### config.mk
export PLATFORM = sky130hd
export DESIGN_NAME = rsc_cmd_decoder
export DESIGN_NICKNAME = d
export VERILOG_FILES = /design/src/core/rsc_sync.v /design/src/core/rsc_shift.v /design/src/core/rsc_cmd_decoder.v
export VERILOG_INCLUDE_DIRS = /design/src /design/src/core
export SDC_FILE = /design/constraint.sdc
export NUM_CORES = 1
export LEC_CHECK = 0
export BUFFER_PORTS_ARGS = -buffer_cell sky130_fd_sc_hd__buf_2
export CORE_MARGIN = 1
export CORE_UTILIZATION = 30
export DETAILED_ROUTE_END_ITERATION = 10
export SYNTH_ARGS = -nofsm -noshare
export SYNTH_HDL_FRONTEND = slang
export SYNTH_SLANG_ARGS = --single-unit
### constraint.sdc
create_clock -name ref_clk -period 4.7 [get_ports ref_clk]
set_input_delay 0.235 -clock ref_clk [delete_from_list [all_inputs] [get_ports ref_clk]]
set_output_delay 0.235 -clock ref_clk [all_outputs]
set_load 0.01 [all_outputs]
### src/core/rsc_defs.vh
// Purpose: shared constants of the host serial command decoder
// Assumes: 16-bit words, 16-bit memory addresses
// Notes:   included by bare name from the shift and decoder core files; the synchroniser does not include it
`ifndef RSC_DEFS_VH
`define RSC_DEFS_VH

// frame layout
`define RSC_CMD_BITS    4'h8
`define RSC_WORD_BITS   5'h10
`define RSC_WORD_W      16

// pointer command bytes
`define RSC_CMD_ADD1    8'hD0
`define RSC_CMD_ADD2    8'hD8
`define RSC_CMD_ADD4    8'hE0
`define RSC_CMD_RD_PTR  8'h40
`define RSC_CMD_WR_PTR  8'hC0
`define RSC_CMD_RD_INC  8'h48
`define RSC_CMD_WR_INC  8'hC8
`define RSC_CMD_RD_CW   8'h50
`define RSC_CMD_RD_LOG  8'h58
`define RSC_CMD_RD_POLL 8'h60
`define RSC_CMD_RI_0    8'h68
`define RSC_CMD_RI_1    8'h70
`define RSC_CMD_RI_2    8'h78
`define RSC_CMD_WI_0    8'hE8
`define RSC_CMD_WI_1    8'hF0
`define RSC_CMD_WI_2    8'hF8

// fast-access field: bits 7:6 class, 5:2 register, 1:0 zero
`define RSC_FAST_RD_CLS 2'h0
`define RSC_FAST_WR_CLS 2'h2

// addresses
`define RSC_PTR_REG     16'h000F
`define RSC_LOG_LO      16'h0040
`define RSC_LOG_HI      16'h005F

// pointer step modes
`define RSC_STEP_INC1   2'h0
`define RSC_STEP_INC4   2'h1
`define RSC_STEP_DEC    2'h2

`endif

### src/core/rsc_sync.v
// Purpose: two-flop synchroniser for pin inputs
// Assumes: inputs asynchronous to ref_clk
// Notes:   nothing but the second stage reads the first
module rsc_sync #(
   parameter W = 3
) (
   input  wire         ref_clk, // block clock
   input  wire         rst_n,   // async reset, active low
   input  wire [W-1:0] pin_i,   // raw pins
   output reg  [W-1:0] sync_q   // synchronised levels
);

   reg [W-1:0] meta_q;

   always @(posedge ref_clk or negedge rst_n)
   begin
      if (!rst_n)
      begin
         meta_q <= {W{1'b0}};
         sync_q <= {W{1'b0}};
      end
      else
      begin
         meta_q <= pin_i;
         sync_q <= meta_q;
      end
   end

endmodule

### src/core/rsc_shift.v
// Purpose: serial framing: command byte, then 16-bit words
// Assumes: mode 0: sample on sck rise, drive on sck fall
// Notes:   strobes are combinational in the rise cycle
`include "rsc_defs.vh"
module rsc_shift (
   input  wire        ref_clk,   // block clock
   input  wire        rst_n,     // async reset, active low
   input  wire        sck_s,     // synchronised serial clock
   input  wire        cs_s,      // synchronised select, high active
   input  wire        mosi_s,    // synchronised data in
   input  wire        tx_load,   // load tx_word for the next fall
   input  wire [15:0] tx_word,   // word to send
   output wire        cmd_done,  // command byte complete
   output wire        word_done, // data word complete
   output wire [15:0] rx_next,   // shift value incl. current bit
   output reg         miso_q     // serial data out
);

   reg        sck_prev_q;
   reg        hdr_q;
   reg  [3:0] cnt_q;
   reg [15:0] rx_q;
   reg [15:0] tx_q;

   wire rise = cs_s & sck_s & ~sck_prev_q;
   wire fall = cs_s & ~sck_s & sck_prev_q;

   // msb first, one bit per clock
   assign rx_next   = {rx_q[14:0], mosi_s};
   assign cmd_done  = rise & hdr_q & (cnt_q == `RSC_CMD_BITS - 4'h1);
   // every word after the command takes 16 clocks
   assign word_done = rise & ~hdr_q & (cnt_q == 4'hF);

   always @(posedge ref_clk or negedge rst_n)
   begin
      if (!rst_n)
      begin
         sck_prev_q <= 1'b0;
         hdr_q      <= 1'b1;
         cnt_q      <= 4'h0;
         rx_q       <= 16'h0000;
         tx_q       <= 16'h0000;
         miso_q     <= 1'b0;
      end
      else
      begin
         sck_prev_q <= sck_s;
         if (!cs_s)
         begin
            hdr_q  <= 1'b1;
            cnt_q  <= 4'h0;
            miso_q <= 1'b0;
         end
         else
         begin
            if (rise)
            begin
               rx_q <= rx_next;
               if (cmd_done)
               begin
                  hdr_q <= 1'b0;
                  cnt_q <= 4'h0;
               end
               else
                  cnt_q <= cnt_q + 4'h1;
            end
            // a load in the fall cycle bypasses the register
            if (fall && tx_load)
            begin
               miso_q <= tx_word[15];
               tx_q   <= {tx_word[14:0], 1'b0};
            end
            else if (tx_load)
               tx_q <= tx_word;
            else if (fall)
            begin
               miso_q <= tx_q[15];
               tx_q   <= {tx_q[14:0], 1'b0};
            end
         end
      end
   end

endmodule

### src/core/rsc_cmd_decoder.v
// Purpose: single-byte host serial command decoder with pointer
// Assumes: memory/register port answers one cycle after mem_rd
// Notes:   sck half period must be at least 100 ns at 40 MHz
`include "rsc_defs.vh"
module rsc_cmd_decoder (
   input  wire        ref_clk,     // 40 MHz block clock
   input  wire        rst_n,       // async reset, active low
   input  wire        spi_sck,     // host serial clock pin
   input  wire        spi_cs_n,    // host chip select pin, low active
   input  wire        spi_mosi,    // host data to device
   output wire        spi_miso,    // device data to host
   output reg         spi_miso_oe, // high while driving miso
   input  wire [15:0] cw_addr,     // current control word address
   input  wire [15:0] log_addr,    // next interrupt log address
   input  wire [15:0] mem_rdata,   // read data, cycle after mem_rd
   output reg  [15:0] mem_addr,    // memory/register address
   output reg         mem_rd,      // read strobe
   output reg         mem_wr,      // write strobe
   output reg  [15:0] mem_wdata,   // write data
   output reg  [15:0] addr_ptr     // primary address pointer
);

   ////////////////////////////////////////////////////////////////
   localparam S_CMD = 2'h0;
   localparam S_IND = 2'h1;
   localparam S_RD  = 2'h2;
   localparam S_WR  = 2'h3;

   localparam K_IGN = 3'h0;
   localparam K_RD  = 3'h1;
   localparam K_WR  = 3'h2;
   localparam K_IRD = 3'h3;
   localparam K_IWR = 3'h4;

   // next address for a given step mode
   function [15:0] step_addr;
      input [15:0] a;
      input [1:0]  m;
      begin
         case (m)
            `RSC_STEP_INC4: step_addr = a + 16'h0004;
            `RSC_STEP_DEC:
               if (a == `RSC_LOG_LO)
                  step_addr = `RSC_LOG_HI;
               else
                  step_addr = a - 16'h0001;
            default:        step_addr = a + 16'h0001;
         endcase
      end
   endfunction

   ////////////////////////////////////////////////////////////////
   wire [2:0]  pins_s;
   wire        sck_s  = pins_s[2];
   wire        cs_s   = pins_s[1];
   wire        mosi_s = pins_s[0];
   wire        cmd_done;
   wire        word_done;
   wire [15:0] rx_next;

   // select synced as active high so reset reads as deselected
   rsc_sync #(
      .W (3)
   ) u_sync (
      .ref_clk (ref_clk),
      .rst_n   (rst_n),
      .pin_i   ({spi_sck, ~spi_cs_n, spi_mosi}),
      .sync_q  (pins_s)
   );

   reg  [1:0]  state_q;
   reg  [15:0] ptr_q;
   reg  [15:0] fa_q;
   reg  [1:0]  mode_q;
   reg         fast_q;
   reg         rd_wait_q;
   reg  [15:0] pre_q;
   reg         pre_v_q;
   reg         need_q;
   reg         ind_wr_q;

   // register 15 is the pointer itself, answered locally
   wire        self_rd   = (mem_addr == `RSC_PTR_REG);
   wire [15:0] data_word = self_rd ? ptr_q : mem_rdata;
   wire        want      = need_q | word_done;
   wire        tx_load   = (state_q == S_RD) & want & (rd_wait_q | pre_v_q);
   wire [15:0] tx_word   = pre_v_q ? pre_q : data_word;
   wire        rd_issue  = (state_q == S_RD) & ~pre_v_q & ~rd_wait_q & ~mem_rd;

   rsc_shift u_shift (
      .ref_clk   (ref_clk),
      .rst_n     (rst_n),
      .sck_s     (sck_s),
      .cs_s      (cs_s),
      .mosi_s    (mosi_s),
      .tx_load   (tx_load),
      .tx_word   (tx_word),
      .cmd_done  (cmd_done),
      .word_done (word_done),
      .rx_next   (rx_next),
      .miso_q    (spi_miso)
   );

   ////////////////////////////////////////////////////////////////
   // command decode, evaluated on the 8th rising clock
   reg [2:0]  dk;
   reg [15:0] da;
   reg [1:0]  dm;
   reg        df;
   reg        dpw;
   reg [15:0] dpv;
   wire [7:0] cmd = rx_next[7:0];

   always @*
   begin
      dk  = K_IGN;
      da  = ptr_q;
      dm  = `RSC_STEP_INC1;
      df  = 1'b0;
      dpw = 1'b0;
      dpv = ptr_q;
      if (cmd[1:0] == 2'h0 && cmd[7:6] == `RSC_FAST_RD_CLS)
      begin
         dk = K_RD;
         da = {12'h000, cmd[5:2]};
         df = 1'b1;
      end
      else if (cmd[1:0] == 2'h0 && cmd[7:6] == `RSC_FAST_WR_CLS)
      begin
         dk = K_WR;
         da = {12'h000, cmd[5:2]};
         df = 1'b1;
      end
      else
      begin
         case (cmd)
            `RSC_CMD_ADD1:
            begin
               dpw = 1'b1;
               dpv = ptr_q + 16'h0001;
            end
            `RSC_CMD_ADD2:
            begin
               dpw = 1'b1;
               dpv = ptr_q + 16'h0002;
            end
            `RSC_CMD_ADD4:
            begin
               dpw = 1'b1;
               dpv = ptr_q + 16'h0004;
            end
            `RSC_CMD_RD_PTR: dk = K_RD;
            `RSC_CMD_WR_PTR: dk = K_WR;
            `RSC_CMD_RD_INC, `RSC_CMD_WR_INC:
            begin
               dk  = cmd[7] ? K_WR : K_RD;
               da  = ptr_q + 16'h0001;
               dpw = 1'b1;
               dpv = da;
            end
            `RSC_CMD_RD_CW:
            begin
               dk  = K_RD;
               da  = cw_addr;
               dpw = 1'b1;
               dpv = cw_addr;
            end
            `RSC_CMD_RD_LOG:
            begin
               dk  = K_RD;
               da  = step_addr(log_addr, `RSC_STEP_DEC);
               dm  = `RSC_STEP_DEC;
               dpw = 1'b1;
               dpv = da;
            end
            `RSC_CMD_RD_POLL:
            begin
               dk = K_RD;
               dm = `RSC_STEP_INC4;
            end
            `RSC_CMD_RI_0, `RSC_CMD_RI_1, `RSC_CMD_RI_2,
            `RSC_CMD_WI_0, `RSC_CMD_WI_1, `RSC_CMD_WI_2:
            begin
               dk = cmd[7] ? K_IWR : K_IRD;
               da = ptr_q + {14'h0000, cmd[4:3] - 2'h1};
            end
            default: dk = K_IGN;
         endcase
      end
   end

   ////////////////////////////////////////////////////////////////
   always @(posedge ref_clk or negedge rst_n)
   begin
      if (!rst_n)
      begin
         state_q     <= S_CMD;
         ptr_q       <= 16'h0000;
         fa_q        <= 16'h0000;
         mode_q      <= `RSC_STEP_INC1;
         fast_q      <= 1'b0;
         rd_wait_q   <= 1'b0;
         pre_q       <= 16'h0000;
         pre_v_q     <= 1'b0;
         need_q      <= 1'b0;
         ind_wr_q    <= 1'b0;
         mem_addr    <= 16'h0000;
         mem_rd      <= 1'b0;
         mem_wr      <= 1'b0;
         mem_wdata   <= 16'h0000;
         addr_ptr    <= 16'h0000;
         spi_miso_oe <= 1'b0;
      end
      else
      begin
         spi_miso_oe <= cs_s;
         addr_ptr    <= ptr_q;
         mem_rd      <= 1'b0;
         mem_wr      <= 1'b0;
         rd_wait_q   <= mem_rd;
         if (!cs_s)
         begin
            // select released ends any command; late data is dropped
            state_q   <= S_CMD;
            rd_wait_q <= 1'b0;
            pre_v_q   <= 1'b0;
            need_q    <= 1'b0;
         end
         else
         begin
            case (state_q)
               S_CMD:
                  if (cmd_done)
                  begin
                     mode_q <= dm;
                     fast_q <= df;
                     need_q <= 1'b1;
                     ind_wr_q <= (dk == K_IWR);
                     if (dpw)
                        ptr_q <= dpv;
                     case (dk)
                        K_RD:
                        begin
                           // first word fetched at once to meet the next fall
                           mem_addr <= da;
                           mem_rd   <= 1'b1;
                           fa_q     <= step_addr(da, dm);
                           state_q  <= S_RD;
                        end
                        K_WR:
                        begin
                           fa_q    <= da;
                           state_q <= S_WR;
                        end
                        K_IRD, K_IWR:
                        begin
                           mem_addr <= da;
                           mem_rd   <= 1'b1;
                           state_q  <= S_IND;
                        end
                        default:
                           // add-only and unknown bytes wait for release
                           state_q <= S_IND;
                     endcase
                     if (dk == K_IGN)
                        need_q <= 1'b0;
                  end
               S_IND:
                  if (rd_wait_q && need_q)
                  begin
                     ptr_q <= data_word;
                     if (ind_wr_q)
                     begin
                        fa_q    <= data_word;
                        state_q <= S_WR;
                     end
                     else
                     begin
                        // fetch at once so the first bit meets the next fall
                        mem_addr <= data_word;
                        mem_rd   <= 1'b1;
                        fa_q     <= step_addr(data_word, mode_q);
                        state_q  <= S_RD;
                     end
                  end
               S_RD:
               begin
                  if (tx_load)
                  begin
                     need_q  <= 1'b0;
                     pre_v_q <= 1'b0;
                  end
                  else if (word_done)
                     need_q <= 1'b1;
                  if (rd_wait_q && !tx_load)
                  begin
                     pre_q   <= data_word;
                     pre_v_q <= 1'b1;
                  end
                  if (rd_issue)
                  begin
                     mem_addr <= fa_q;
                     mem_rd   <= 1'b1;
                     fa_q     <= step_addr(fa_q, mode_q);
                  end
                  // pointer advances once per word really sent, except on fast-access reads
                  if (word_done && !fast_q)
                     ptr_q <= step_addr(ptr_q, mode_q);
               end
               S_WR:
                  if (word_done)
                  begin
                     mem_addr  <= fa_q;
                     mem_wr    <= 1'b1;
                     mem_wdata <= rx_next;
                     fa_q      <= step_addr(fa_q, `RSC_STEP_INC1);
                     if (fa_q == `RSC_PTR_REG)
                        ptr_q <= rx_next;
                     else if (!fast_q)
                        ptr_q <= step_addr(fa_q, `RSC_STEP_INC1);
                  end
               default:
                  state_q <= S_CMD;
            endcase
         end
      end
   end

endmodule

==> parameters.txt <==
Parameter                              Value

Outcome
  Run status ... finished clean

STA
  Share of the clock period used by the worst path after layout ... 0.958
  Worst Skew ... 15.4 ps
  Final-layout setup total negative slack ... 0 ps
  Count of endpoints failing setup in the final report ... 0
  Slew at the pin with the worst max-slew slack ... 1180 ps
  Rel. slew slack ... 0.205
  Hold violation count in the final report ... 0
  Final slew viol count ... 0
  Fmax ... 0.222 GHz
  Shortest period the worst path allows ... 4500 ps
  Unrepaired setup endpoints after global routing ... false

Logic synthesis
  Warnings, synthesis ... 0
  Net count after synthesis ... 1934
  Netlist area before placement ... 14600 µm²
  Average cell area after synthesis ... 7.89 µm²
  Cell taking the most area after synthesis ... dfrtp_1
  Portion of the post-synthesis area used by sequential elements ... 0.261
  Predominant post-synthesis flop cell ... dfrtp_1
  Count of flip-flops with a built-in enable after synthesis ... 0
  Post-synth top area share ... 0.260
  Flip-flop and latch count after synthesis ... 152
  Async set or reset register ratio after synthesis ... 1.00
  Post-synthesis cell type count ... 94
  Syn Inst Count ... 1844
  Top cells by area, synth ... dfrtp_1 (26%), mux2_2 (6.7%), nand2_1 (5.2%), xnor2_1 (4.8%), a21oi_1 (4.6%)

Clock tree
  TritonCTS clock tree ... yes
  Library cell used as clock root buffer ... clkbuf_16
  Clock latency reported for the late side of the worst-skew pair ... 500 ps
  Maximum level of the CTS H-tree ... 4
  Buffer levels on the longest clock path ... 2
  Clock-pin slew on the worst setup and hold paths ... 80 ps
  Number of buffers inserted during clock tree synthesis ... 17
  Post-CTS setup-driven buffer insertion count ... 0
  Sink Count ... 152

Final layout
  Number of non-filler instances in the completed layout ... 2611
  Fraction of layout cells with a size suffix above 1 ... 0.218
  Post-layout net count ... 2073
  Leading cell types in the layout, fill and taps excluded ... nand2_1 (202), buf_4 (162), dfrtp_1 (151)
  Most common cell after layout, fill and taps aside ... nand2_1
  Design Area, Final ... 17100 µm²
  Layout Area Growth over Synthesis ... 17.6%
  FILL cells ... 5041
  Diode count ... 0

Pwr
  Sequential group share of total power ... 0.270
  Internal Dissipation ... 3440 µW
  Power Density ... 397 nW/µm²
  Logic pwr share ... 0.524
  Total leakage power ... 0.00697 µW
  Clock share of power ... 0.206
  Worst-case vdd ir drop ... 0.000309 V
  Psw ... 3370 µW
  Fraction of power spent switching nets ... 0.495
  Post-route total power ... 6800 µW

Setup path
  Worst Path Buf+Inv ... 2
  Kind of cell adding the most delay to the critical path ... simple AND/OR/NAND/NOR gates
  CP Class ... reg -> reg
  Most common cell type on the critical path ... buf_4
  Delay of the slowest critical-path stage ... 590 ps
  Launching element type of the critical path ... flop
  Cells traversed along the worst timing path ... buf_4 -> nor3b_1 -> nand2_1 -> a21oi_1 -> o31a_1 -> nand3_1 -> or4b_1 -> nor4b_4 -> nor2_2 -> buf_4 -> a311oi_1 -> o21ai_0
  WP data required ... 5060 ps
  Element type at the critical path end ... flop
  CP max stage cell ... nor3b_1
  Worst EP arrival ... 4860 ps
  Critical Path Fanout Max ... 8

Floorplan
  Vertical die dimension ... 222 µm
  Full die area ... 49400 µm²
  Core outline area ... 47800 µm²
  I/O Pins ... 105
  Initial Util ... 0.304
  Standard-cell rows ... 80
  Die X-Extent ... 222 µm

Route
  Drt wl/cell ... 28.0 µm
  Residual DRC ... 0
  Via count normalized by instance count ... 6.42
  Total via count after detailed routing ... 16800
  Final antenna-violating net count ... 0
  First-pass iteration count of the detailed router ... 9
  Total wirelength of the detailed-routed design ... 73100 µm
  Count of routing violations after the opening detailed-route iteration ... 2536

Place
  Dpl cells ... 2575
  Port Buf Inserts ... 104
  Post-placement cell area ... 16500 µm²
  Final HPWL from detailed placement ... 56000 µm
  Routability cong. ... 1.05

GRT
  Global-route wire length before repair ... 107000 µm
  Vias in the first global route ... 15400
  Largest net degree at the start of global routing ... 70
  Initial antenna violation count ... 1
  Overflow left after global routing ... 0
  GR Util All Layers ... 0.294

Min path
  Worst min path class ... in -> reg

Run
  Number of max-cap violations ... 0
==> synthesized netlist by cell type (14+ instances only) <==
| library cell | count |
|---|---|
| clkbuf_1 | 131 |
| nand4_1 | 23 |
| a31oi_1 | 25 |
| a211oi_1 | 27 |
| a21o_1 | 15 |
| nand3_1 | 51 |
| mux2_2 | 86 |
| o211ai_1 | 19 |
| dfrtp_1 | 151 |
| xnor2_1 | 80 |
| mux2i_1 | 35 |
| nand2_1 | 202 |
| ha_1 | 36 |
| o21ai_0 | 114 |
| o221ai_1 | 23 |
| o31ai_1 | 16 |
| xor2_1 | 25 |
| nor2_1 | 123 |
| and3_1 | 14 |
| or3_1 | 16 |
| a21oi_1 | 134 |
| a221oi_1 | 46 |
| o22ai_1 | 48 |
| nor3_1 | 57 |
| nor4_1 | 30 |
| inv_1 | 46 |
==> per-layer routing <==
layer	vias to the layer above	GRT usage	share of wire	routed length, µm
met2	1027	0.442	0.44	31900
li1	7283	-	-	-
met1	8252	0.393	0.42	30800
met3	207	0.0754	0.094	6910
met5	-	0	0.00037	27
met4	2	0.135	0.048	3500
==> area by class of cell <==
| type | count | area, µm² | area share |
|---|---|---|---|
| multi-input cells | 1488 | 9990 | 0.583 |
| flip-flops and latches | 152 | 3800 | 0.222 |
| repair buffers | 271 | 1800 | 0.105 |
| well taps | 615 | 769 | 0.0449 |
| clock buffers | 17 | 425 | 0.0248 |
| inverters | 53 | 199 | 0.0116 |
| clock inverters | 15 | 131 | 0.00767 |
==> power by group through the flow <==
stage	Sequential (µW)	Clock (µW)	Combinational [µW]
floorplan	1690	0	2070
global placement	1840	0	3420
detailed placement	1850	0	3400
CTS	1820	1440	3420
global route	1860	1490	3740
finish	1840	1400	3560
==> flip-flops by register name (all words and copies together) (netlist names), 2 cells and up <==
signal and flops:
mem_addr 16, addr_ptr 16, u_shift.cnt_q 4, u_sync.meta_q 3, ptr_q 16, u_sync.sync_q 3
fa_q 16, state_q 2, u_shift.tx_q 16, mode_q 2, mem_wdata 16, u_shift.rx_q 15
pre_q 16
==> final timing paths <==
check                                                  from                          to  slack (ps)  cells after the start
worst max register to register  u_shift.rx_q[4]$_DFFE_PN0P_         fa_q[5]$_DFFE_PN0P_         200                     12
max in group asynchronous                             rst_n     mem_addr[3]$_DFFE_PN0P_        3260                      3
worst max-delay path            u_shift.rx_q[4]$_DFFE_PN0P_         fa_q[5]$_DFFE_PN0P_         200                     12
worst min register to register   u_sync.meta_q[0]$_DFF_PN0_  u_sync.sync_q[0]$_DFF_PN0_         360                      0
min in group asynchronous                             rst_n        pre_q[9]$_DFFE_PN0P_         310                      2
worst min-delay path                          mem_rdata[15]       pre_q[15]$_DFFE_PN0P_         160                      3
==> metrics by stage <==
| stage | utilization | setup slack, ps | hold WS [ps] |
|---|---|---|---|
| 6_report | 0.358 | 196 | 164 |
| 5_1_grt | 0.358 | 56.1 | 207 |
| 4_1_cts | 0.358 | 149 | 116 |
| 3_5_place_dp | 0.345 | 168 | 308 |
| 3_3_place_gp | 0.345 | 207 | 305 |
| 2_1_floorplan | - | 88.7 | -60.6 |
==> worst min-delay path: stages <==
cell,delay (ps)
buf_2,130
mux2i_1,100
o21ai_0,170
==> logic make-up (layout without fill, tap and decap cells) <==
kind of cell               after synthesis  after routing  synth area share
and+or+nand+nor                        617            617             0.213
AOI/OAI and AO/OA                      608            608             0.285
buffers and inverters                  204            356            0.0552
DFF                                    152            152             0.261
muxes                                  121            121            0.0906
xor gates and xnor gates               105            105            0.0632
adders and majority gates               37             37            0.0323
==> repair_timing <==
action                                  CTS  global route
endpoints found under the setup margin    0             4
hold buffers                              4             0
endpoints found under the hold margin    70             0
gates resized for setup                   0             4
Note: power is estimated with default switching activity, not from simulation.
